### config.mk
export PLATFORM = sky130hd
export DESIGN_NAME = nibdir_core
export DESIGN_NICKNAME = d
export VERILOG_FILES = /design/src/nibdir_pkg.sv /design/src/dir_bank_if.sv /design/src/dir_bank.sv /design/src/nibdir_core.sv
export SDC_FILE = /design/constraint.sdc
export NUM_CORES = 1
export LEC_CHECK = 0
export ABC_AREA = 1
export ABC_CLOCK_PERIOD_IN_PS = 1300
export BUFFER_PORTS_ARGS = -buffer_cell sky130_fd_sc_hd__buf_2
export CORE_MARGIN = 2
export CORE_UTILIZATION = 39
export CTS_CLUSTER_SIZE = 40
export DETAILED_ROUTE_END_ITERATION = 10
export PLACE_DENSITY_LB_ADDON = 0.05
export SLEW_MARGIN = 0
export SYNTH_ARGS = -nofsm -noshare
export SYNTH_HDL_FRONTEND = slang
export SYNTH_SLANG_ARGS = --single-unit
### constraint.sdc
create_clock -name mclk -period 1.3 [get_ports mclk]
set_input_delay 0.195 -clock mclk [delete_from_list [all_inputs] [get_ports mclk]]
set_output_delay 0.195 -clock mclk [all_outputs]
set_load 0.05 [all_outputs]
### src/nibdir_pkg.sv
// constants and types shared by the nibble-exchange / direction-load decoder
package nibdir_pkg;

    // ************************************************************
    // instruction encodings
    // ************************************************************
    localparam int         INSTR_W        = 14;
    localparam logic [5:0] NIBX_OPCODE    = 6'h0e;     // 00 1110 d fffffff
    localparam int         NIBX_OP_MSB    = 13;
    localparam int         NIBX_OP_LSB    = 8;
    localparam int         NIBX_DEST_BIT  = 7;
    localparam int         FILE_ADDR_W    = 7;
    localparam logic [9:0] DIRLD_OPCODE   = 10'h006;   // 00 0000 0110 0fff
    localparam int         DIRLD_OP_MSB   = 13;
    localparam int         DIRLD_OP_LSB   = 4;
    localparam int         DIRLD_ZERO_BIT = 3;
    localparam logic [2:0] DIR_SEL_FIRST  = 3'h5;
    localparam logic [2:0] DIR_SEL_LAST   = 3'h7;

    // ************************************************************
    // destination select
    // ************************************************************
    localparam logic DEST_ACCUM = 1'b0;
    localparam logic DEST_FILE  = 1'b1;

    // ************************************************************
    // direction register bank
    // ************************************************************
    localparam int         DIR_COUNT      = 3;
    localparam int         DIR_IDX_W      = 2;
    localparam logic [7:0] DIR_FILE_BASE  = 8'h85;     // ordinary file addresses 0x85..0x87
    localparam logic [7:0] DIR_RESET      = 8'hff;     // all pins input after reset
    localparam logic [7:0] FILE_RDATA_NONE = 8'h00;

    typedef logic [7:0] byte_t;

    typedef enum logic [1:0] {
        OP_NONE,
        OP_NIBX,
        OP_DIRLD,
        OP_DIRLD_BAD
    } op_e;

endpackage : nibdir_pkg

### src/dir_bank_if.sv
// carrier between the decoder and the direction register bank
interface dir_bank_if;
    import nibdir_pkg::*;

    logic                  ld_we;     // direction-load write strobe
    logic [DIR_IDX_W-1:0]  ld_idx;
    byte_t                 ld_data;
    logic                  fa_valid;  // ordinary file access
    logic                  fa_we;
    logic [7:0]            fa_addr;
    byte_t                 fa_wdata;
    byte_t                 fa_rdata;
    logic                  fa_rvalid;
    logic                  fa_hit;
    byte_t                 dir_q [DIR_COUNT];

    modport ctrl (
        output ld_we, ld_idx, ld_data, fa_valid, fa_we, fa_addr, fa_wdata,
        input  fa_rdata, fa_rvalid, fa_hit, dir_q
    );
    modport bank (
        input  ld_we, ld_idx, ld_data, fa_valid, fa_we, fa_addr, fa_wdata,
        output fa_rdata, fa_rvalid, fa_hit, dir_q
    );
endinterface : dir_bank_if

### src/dir_bank.sv
// three port direction registers with two write paths and a registered read port
module dir_bank
    import nibdir_pkg::*;
(
    input  wire logic  mclk,
    input  wire logic  rstn,
    dir_bank_if.bank   bus
);

    typedef struct packed {
        byte_t [DIR_COUNT-1:0] dir;
        byte_t                 rdata;
        logic                  rvalid;
        logic                  hit;
    } bank_s;

    bank_s st;
    bank_s next_st;

    function automatic logic addr_in_bank(input logic [7:0] a);
        return (a >= DIR_FILE_BASE) && (a < DIR_FILE_BASE + 8'(DIR_COUNT));
    endfunction : addr_in_bank

    always_comb begin
        logic [7:0]           off;
        logic [DIR_IDX_W-1:0] fidx;
        off     = '0;
        fidx    = '0;
        next_st = st;
        off     = bus.fa_addr - DIR_FILE_BASE;
        fidx    = off[DIR_IDX_W-1:0];
        // ordinary file write first so a same-cycle direction load overrides it
        if (bus.fa_valid && bus.fa_we && addr_in_bank(bus.fa_addr)) begin
            next_st.dir[fidx] = bus.fa_wdata; // RL4
        end
        if (bus.ld_we) begin
            next_st.dir[bus.ld_idx] = bus.ld_data; // RL3
        end
        next_st.rvalid = bus.fa_valid && !bus.fa_we;
        next_st.hit    = bus.fa_valid && addr_in_bank(bus.fa_addr);
        // read returns the value as it stands after this edge
        if (bus.fa_valid && !bus.fa_we && addr_in_bank(bus.fa_addr)) begin
            next_st.rdata = next_st.dir[fidx]; // RL4
        end else begin
            next_st.rdata = FILE_RDATA_NONE;
        end
    end

    always_ff @(posedge mclk or negedge rstn) begin
        if (!rstn) begin
            st.dir    <= {DIR_COUNT{DIR_RESET}};
            st.rdata  <= FILE_RDATA_NONE;
            st.rvalid <= 1'b0;
            st.hit    <= 1'b0;
        end else begin
            st <= next_st;
        end
    end

    assign bus.fa_rdata  = st.rdata;
    assign bus.fa_rvalid = st.rvalid;
    assign bus.fa_hit    = st.hit;
    for (genvar i = 0; i < DIR_COUNT; i++) begin : g_dir
        assign bus.dir_q[i] = st.dir[i];
    end

endmodule : dir_bank

### src/nibdir_core.sv
// decode and execute of the nibble-exchange and direction-load instructions
// How it works
// (RL1) 00 1110 d fffffff: result swaps high and low nibbles of the file register.
// (RL2) d=0 writes result to accumulator only; d=1 writes it back to the file.
// (RL3) 00 0000 0110 0fff copies accumulator to direction register fff, valid 5..7.
// (RL4) direction registers also read and written by ordinary file addressing.
// (RL5) one word, one cycle each; carry, digit-carry and zero flags never touched.
module nibdir_core
    import nibdir_pkg::*;
(
    input  wire logic               mclk,
    input  wire logic               rstn,
    input  wire logic               instr_valid,
    input  wire logic [INSTR_W-1:0] instr,
    input  wire byte_t              w_value,
    input  wire byte_t              file_value,
    input  wire logic               fa_valid,
    input  wire logic               fa_we,
    input  wire logic [7:0]         fa_addr,
    input  wire byte_t              fa_wdata,
    output logic [FILE_ADDR_W-1:0]  file_addr,
    output logic                    w_we,
    output byte_t                   w_wdata,
    output logic                    f_we,
    output logic [FILE_ADDR_W-1:0]  f_waddr,
    output byte_t                   f_wdata,
    output logic                    flags_we,
    output logic                    exec_done,
    output logic                    bad_dir_sel,
    output byte_t                   fa_rdata,
    output logic                    fa_rvalid,
    output logic                    fa_hit,
    output byte_t                   dir_a,
    output byte_t                   dir_b,
    output byte_t                   dir_c
);

    // ************************************************************
    // state
    // ************************************************************
    typedef struct packed {
        logic                   w_we;
        byte_t                  w_wdata;
        logic                   f_we;
        logic [FILE_ADDR_W-1:0] f_waddr;
        byte_t                  f_wdata;
        logic                   done;
        logic                   bad_sel;
        logic [FILE_ADDR_W-1:0] file_addr;
        logic                   flags_we;
    } core_s;

    core_s st;
    core_s next_st;

    dir_bank_if bank_bus ();

    // ************************************************************
    // decode helpers
    // ************************************************************
    function automatic logic is_nibx(input logic [INSTR_W-1:0] iw);
        return iw[NIBX_OP_MSB:NIBX_OP_LSB] == NIBX_OPCODE;
    endfunction : is_nibx

    // bit 3 must be clear, otherwise the word belongs to another instruction
    function automatic logic is_dirld(input logic [INSTR_W-1:0] iw);
        return (iw[DIRLD_OP_MSB:DIRLD_OP_LSB] == DIRLD_OPCODE) && !iw[DIRLD_ZERO_BIT];
    endfunction : is_dirld

    function automatic logic dir_sel_ok(input logic [2:0] sel);
        return (sel >= DIR_SEL_FIRST) && (sel <= DIR_SEL_LAST);
    endfunction : dir_sel_ok

    function automatic op_e decode(input logic [INSTR_W-1:0] iw);
        op_e op;
        op = OP_NONE;
        if (is_nibx(iw)) begin
            op = OP_NIBX; // RL1
        end else if (is_dirld(iw)) begin
            if (dir_sel_ok(iw[2:0])) begin
                op = OP_DIRLD; // RL3
            end else begin
                op = OP_DIRLD_BAD;
            end
        end
        return op;
    endfunction : decode

    // selector 5..7 maps onto bank slots 0..2
    function automatic logic [DIR_IDX_W-1:0] dir_index(input logic [2:0] sel);
        logic [2:0] off;
        off = sel - DIR_SEL_FIRST;
        return off[DIR_IDX_W-1:0];
    endfunction : dir_index

    function automatic byte_t swap_nibbles(input byte_t v);
        return {v[3:0], v[7:4]};
    endfunction : swap_nibbles

    // ************************************************************
    // instruction fields
    // ************************************************************
    op_e                    op_now;
    logic                   dest_bit;
    logic [FILE_ADDR_W-1:0] field_addr;
    logic [2:0]             dir_sel;
    byte_t                  swapped;

    assign op_now     = instr_valid ? decode(instr) : OP_NONE;
    assign dest_bit   = instr[NIBX_DEST_BIT];
    assign field_addr = instr[FILE_ADDR_W-1:0];
    assign dir_sel    = instr[2:0];
    // file_value already belongs to field_addr, so the swap costs no extra cycle
    assign swapped    = swap_nibbles(file_value); // RL1

    // ************************************************************
    // direction-load path
    // ************************************************************
    // a bad selector never raises the strobe, so no stray slot is written
    assign bank_bus.ld_we   = (op_now == OP_DIRLD); // RL3
    assign bank_bus.ld_idx  = dir_index(dir_sel);
    assign bank_bus.ld_data = w_value; // RL3

    // ************************************************************
    // execute
    // ************************************************************
    always_comb begin
        next_st           = st;
        next_st.w_we      = 1'b0;
        next_st.f_we      = 1'b0;
        next_st.flags_we  = 1'b0; // RL5
        next_st.done      = 1'b0;
        next_st.bad_sel   = 1'b0;
        // the address echo follows every word, valid or not
        next_st.file_addr = field_addr;
        unique case (op_now)
            OP_NIBX: begin
                next_st.done = 1'b1; // RL5
                if (dest_bit == DEST_FILE) begin
                    next_st.f_we    = 1'b1; // RL2
                    next_st.f_waddr = field_addr;
                    next_st.f_wdata = swapped; // RL1
                end else begin
                    next_st.w_we    = 1'b1; // RL2
                    next_st.w_wdata = swapped; // RL1
                end
            end
            OP_DIRLD: begin
                next_st.done = 1'b1; // RL5
            end
            OP_DIRLD_BAD: begin
                next_st.bad_sel = 1'b1;
                next_st.done    = 1'b1;
            end
            OP_NONE: begin
            end
        endcase
    end

    // ************************************************************
    // state register
    // ************************************************************
    always_ff @(posedge mclk or negedge rstn) begin
        if (!rstn) begin
            st.w_we      <= 1'b0;
            st.w_wdata   <= '0;
            st.f_we      <= 1'b0;
            st.f_waddr   <= '0;
            st.f_wdata   <= '0;
            st.flags_we  <= 1'b0;
            st.done      <= 1'b0;
            st.bad_sel   <= 1'b0;
            st.file_addr <= '0;
        end else begin
            st <= next_st;
        end
    end

    // ************************************************************
    // direction bank
    // ************************************************************
    // ordinary file accesses go straight to the bank, where both write paths meet
    assign bank_bus.fa_valid = fa_valid; // RL4
    assign bank_bus.fa_we    = fa_we; // RL4
    assign bank_bus.fa_addr  = fa_addr;
    assign bank_bus.fa_wdata = fa_wdata;

    dir_bank u_dir_bank (
        .mclk (mclk),
        .rstn (rstn),
        .bus  (bank_bus.bank)
    );

    // ************************************************************
    // instruction results
    // ************************************************************
    assign w_we        = st.w_we;
    assign w_wdata     = st.w_wdata;
    assign f_we        = st.f_we;
    assign f_waddr     = st.f_waddr;
    assign f_wdata     = st.f_wdata;
    // registered address only echoes the last decode; file_value is sampled live
    assign file_addr   = st.file_addr;
    assign flags_we    = st.flags_we; // RL5
    assign exec_done   = st.done;
    assign bad_dir_sel = st.bad_sel;

    // ************************************************************
    // file-access answers
    // ************************************************************
    // all three come from the bank's own flops, one cycle after the access
    assign fa_rdata    = bank_bus.fa_rdata;
    assign fa_rvalid   = bank_bus.fa_rvalid;
    assign fa_hit      = bank_bus.fa_hit;

    // ************************************************************
    // direction registers
    // ************************************************************
    assign dir_a       = bank_bus.dir_q[0];
    assign dir_b       = bank_bus.dir_q[1];
    assign dir_c       = bank_bus.dir_q[2];

endmodule : nibdir_core

# == Word level (Yosys, flattened, before mapping) ==
# Index checks and enable logic that the tools add are counted.
# totals
regBits,68
input_bits,51
output_inout_bits,69
wordCells,65
# classes
n_addsub,2
order_cmp,8
n_eq_ne,5
muxes,20
bitwise_logic,1
reduce_logical,15
# op_table
operator,count
24-bit bitwise mux,2
24-bit 2-to-1 mux,2
8-bit demux with 2-bit select,2
8-bit 2-to-1 mux,4
25-bit 2-to-1 mux,1
8-bit binary-select mux with 2-bit select,1
16-bit 2-to-1 mux,1
10-bit by 3-bit == test with 1-bit output (second input constant),1
1-bit logical AND,10
9-bit 2-to-1 mux,1
8-bit >= comparator (second input constant),1
8-bit less-than comparator (second input constant),1
6-bit by 4-bit == test with 1-bit output (second input constant),1
2-bit by 3-bit less-than comparator with 1-bit output (second input constant),2
2-bit 2-to-1 mux,3
2-bit == test (second input constant),2
2-bit by 1-bit >= comparator with 1-bit output (second input constant),2
2-bit AND reduction,2
2-bit by 1-bit subtractor with 2-bit output (second input constant),2
3-bit >= comparator (second input constant),1
3-bit <= comparator (second input constant),1
1-bit 2-to-1 mux,3
3-bit OR reduction,1
2-bit by 1-bit == test with 1-bit output (second input constant),1
2 further kinds,3

# == Depth between registers and ports, before layout ==
# logic_depth
depth_word,12
mapped_depth,16
ltp_nobuf,15

# == Cells and area by module ==
# From an unflattened synthesis, not the netlist that was laid out.
# unflattened
cells_unflattened,517
hier_area_um2,4018.9
# by_module_without_submodules
module,instances,cells_each,area_per_inst_um2,seq_area_each_um2
dir_bank,1,367,2557.5,880.8
nibdir_core,1,150,1461.4,850.8

# == Least setup slack after synthesis ==
# No wires, ideal clock.
# synth_path
kind,input -> register
start,input port fa_addr[0]
end,"register u_dir_bank.st, in the netlist u_dir_bank.bus.fa_rdata[6]"
arrival_time_ps,1822
required_ps,1172
slack_ps,-650
path_stages,14
path_buffers,3
path_cell_list,buf_2 inv_1 clkbuf_1 ha_1 clkbuf_1 nand2_1 o21ai_0 nand3_1 nand2_1 nand2_1 nand2_1 nand2_1 nand3_1 a21oi_1
# synth_lines
item,line_no,text
start: declaration,nibdir_core.sv:19,"input wire logic [7:0] fa_addr,"
end signal: assignment,dir_bank.sv:56,st <= next_st;
end: declaration,dir_bank.sv:17,bank_s st;

# == Worst setup path in the final report ==
# layout_path
start,"register u_dir_bank.st, in the netlist u_dir_bank.bus.dir_q[9]"
end,output port dir_b[1]
# layout_lines
item,line_no,text
end: declaration,nibdir_core.sv:34,"output byte_t dir_b,"
# No word-level cell between the ends.

==> impl_summary.log <==
INFO  metric synth_seq_cells = 68
INFO  metric commonest_non_fill_non_tap_cells_in_the_layout = sky130_fd_sc_hd__nand2_1 (130), sky130_fd_sc_hd__buf_2 (92), sky130_fd_sc_hd__buf_4 (78), sky130_fd_sc_hd__inv_1 (65), sky130_fd_sc_hd__dfrtp_1 (44)
INFO  metric globalRoute.totalOverflow = 0
INFO  metric violations = setup timing
INFO  metric path_buf_inv = 2
INFO  metric synth_area = 0.00358 mm2
INFO  metric root_buffer = sky130_fd_sc_hd__clkbuf_8
INFO  metric placed_cell_area = 0.00485 mm2
INFO  metric clock_tree.buffer_depth = 2
INFO  metric clock_skew = 0.00415 ns
INFO  metric kind_of_critical_path = reg2out
INFO  metric final_setup_violating_endpoints = 7
INFO  metric final_nets = 704
INFO  metric hold-worst-slack = 0.0513 ns
INFO  metric critical_path.startpoint_type = register
INFO  metric floorplan.die_area = 0.00996 mm2
INFO  metric ant_nets = 0
INFO  metric setup_tns = -0.195 ns
INFO  metric total_leakage_power = 3.15 nW
INFO  metric finalWorstSetupSlack = -0.0650 ns
INFO  metric clock_tree.htree_level_count = 3
INFO  metric synthDistinctLibCells = 30
INFO  metric routed_wl = 11.6 mm
INFO  metric worstReg2RegStart = u_dir_bank.bus.dir_q[15]
INFO  metric mostFrequentLayoutCell = sky130_fd_sc_hd__nand2_1
INFO  metric unrepaired_setup_endpoints_after_global_routing = yes
INFO  metric hpwl = 8.23 mm
INFO  metric total_of_max_cap_violations = 0
INFO  metric chipHeight = 99.8 um
INFO  metric grt_start_max_net_pins = 69
INFO  metric number_of_antenna_violations_at_the_first_check_in_global_routing = 0
INFO  metric synthesis_to_finish_area_growth = 56.0%
INFO  metric clock_latency = 0.35 ns
INFO  metric portBuffers = 118
INFO  metric tritoncts = yes
INFO  metric total_via_count_after_detailed_routing = 3767
INFO  metric timing.critical_path.to = dir_b[1]
INFO  metric first_iter_violations = 283
INFO  metric place.detailed.instances = 733
INFO  metric critical_path.max_fanout = 3
INFO  metric initial_utilization = 40.6%
INFO  metric slew_violations = 0
INFO  metric tritoncts.num_buffers = 9
INFO  metric routed_len_inst = 15.2 um
INFO  metric std_cell_rows = 34
INFO  metric utilization = 63.4%
INFO  metric crit_path_leading_delay_family = flip-flops
INFO  metric floorplan.die.width = 99.8 um
INFO  metric layout-drive-gt1-share = 45.5%
INFO  metric peak_supply_drop = 0.000596 V
INFO  metric largest_area_contributor_in_the_netlist = sky130_fd_sc_hd__dfrtp_1
INFO  metric final_cells = 761
INFO  metric num_antenna_cells = 0
INFO  metric path_cells = buf_4 > buf_8
INFO  metric clock.fmax = 733 MHz
INFO  metric share_of_the_yosys_chip_area_belonging_to_registers = 48.4%
INFO  metric synth-warning-count = 0
INFO  metric hp-class = in2reg
INFO  metric r2r_cells = 8
INFO  metric layout_min_cycle_time = 1.36 ns
INFO  metric pwr_density = 1010 mW/mm2
INFO  metric grt_pass1_wl = 18.4 mm
INFO  metric netlist_instances = 448
INFO  metric drc = 0
INFO  metric reg2reg_slack = -0.02 ns
INFO  metric synth_top_area_share = 30.8%
INFO  metric synth_area_leaders = sky130_fd_sc_hd__dfrtp_1 (31%), sky130_fd_sc_hd__dfstp_2 (18%), sky130_fd_sc_hd__nand2_1 (15%)
INFO  metric place_congestion = 0.887
INFO  metric critPathCaptureType = output port
INFO  metric clk_pin_slew = 0.08 ns
INFO  metric timing.rr.end = u_dir_bank.bus.fa_rdata[7]
INFO  metric required = 1.11 ns
INFO  metric finalHoldViolCount = 0
INFO  metric first_global_vias = 3636
INFO  metric routed_via_density = 4.95
INFO  metric timing.critical_path.depth = 2
INFO  metric worstSetupStartpoint = u_dir_bank.bus.dir_q[9]
INFO  metric period_share = 105%
INFO  metric num_io_pins = 120
INFO  metric critical_path.max_stage_delay = 0.56 ns
INFO  metric cp_data_arrival_time = 1.17 ns
INFO  metric cts.sink_count = 68
INFO  metric outcome = finished, violations left
INFO  metric grtUsageTotal = 24.2%
INFO  metric post-route-cell-area = 0.00558 mm2
INFO  metric syn-mean-instance-area = 7.99 um2
INFO  metric worst_path_max_delay_cell = sky130_fd_sc_hd__dfstp_2
INFO  metric mappedNetlistNets = 504
INFO  metric first_drt_pass_iteration_count = 5
INFO  metric fp.coreArea = 0.00881 mm2
[area by class of cell]
| class | count | area (um2) |
|---|---|---|
| Fill cell | 815 | 3220 |
| Multi-Input combinational cell | 294 | 1680 |
| Inverter | 70 | 279 |
| Timing Repair Buffer | 205 | 1500 |
| Tap cell | 108 | 135 |
| Clock buffer | 11 | 151 |
| Sequential cell | 68 | 1730 |
| Clock inverter | 5 | 106 |
[routing by layer]
metal  routed length (um)  track usage [%]  vias up
met2                 5270             38.1      150
li1                     -                -     1830
met1                 5370             34.4     1774
met3                  814             5.15       13
met5                    0                0        -
met4                  148             6.01        0
[cells in the mapped netlist, drive strengths merged]
cell type	instances
a21oi	7
buf	8
clkbuf	9
clkinv	1
conb	1
dfrtp	44
dfstp	24
ha	5
inv	69
nand2	141
nand3	58
nand4	18
nor2	22
o211ai	6
o21a	5
o21ai	29
or4	1
[power by group]
group / switching, mW / total, mW / internal (mW)
logic: 0.755 / 1.12 / 0.364
clock network: 0.881 / 2.27 / 1.39
registers: 0.0517 / 2.28 / 2.23
total: 1.69 / 5.66 / 3.98
[worst reg2reg max path: stages (launching register included)]
cell and delay (ns):
sky130_fd_sc_hd__dfstp_2 0.59, sky130_fd_sc_hd__o21ai_1 0.08, sky130_fd_sc_hd__nand3_1 0.08, sky130_fd_sc_hd__nand2_1 0.05
sky130_fd_sc_hd__nand2_1 0.06, sky130_fd_sc_hd__nand2_1 0.07, sky130_fd_sc_hd__nand2_1 0.07, sky130_fd_sc_hd__nand3_2 0.11
sky130_fd_sc_hd__a21oi_2 0.15
[worst min path at each step]
stage	startpoint	to	slack [ns]	cells after the start
3_3_place_gp	rstn	w_we	0.25	2
3_5_place_dp	rstn	w_we	0.25	2
5_1_grt	file_value[4]	w_wdata[0]	0.05	3
4_1_cts	file_value[1]	w_wdata[5]	0.04	3
2_1_floorplan	rstn	bad_dir_sel	-0.10	0
6_report	file_value[4]	w_wdata[0]	0.05	3
[registers in the layout, summed over array words and instances, names as in the netlist]
name / flops
u_dir_bank.bus.fa_hit: 1
w_wdata: 8
bad_dir_sel: 1
file_addr: 7
f_wdata: 8
w_we: 1
u_dir_bank.bus.fa_rvalid: 1
exec_done: 1
f_waddr: 7
f_we: 1
u_dir_bank.bus.fa_rdata: 8
u_dir_bank.bus.dir_q: 24
[metrics by stage]
stage          setup slack, ns  total power [mW]
2_1_floorplan           -0.360              2.92
3_3_place_gp            -0.514              3.33
3_5_place_dp            -0.623              3.35
4_1_cts                -0.0290              5.70
5_1_grt                 -0.123              5.87
6_report               -0.0650              5.66
[cells by family (layout without fill, tap and decap cells)]
kind of cell    after synthesis  after routing  synth area share (%)
simple gates                240            241                  32.0
buf+inv                      87            291                  10.2
flops                        68             68                  48.4
compound gates               47             47                  7.59
fa+ha+maj                     5              5                  1.75
other cells                   1              1                 0.105
[timing repair]
item	in CTS	in global routing
endpoints found under the setup margin	41	26
gates cloned	1	0
pin swaps	13	8
resized for setup	81	29
buffers inserted	3	4
hold endpoints to repair	47	0
hold buffers	4	0
(Power assumes the default switching activity.)
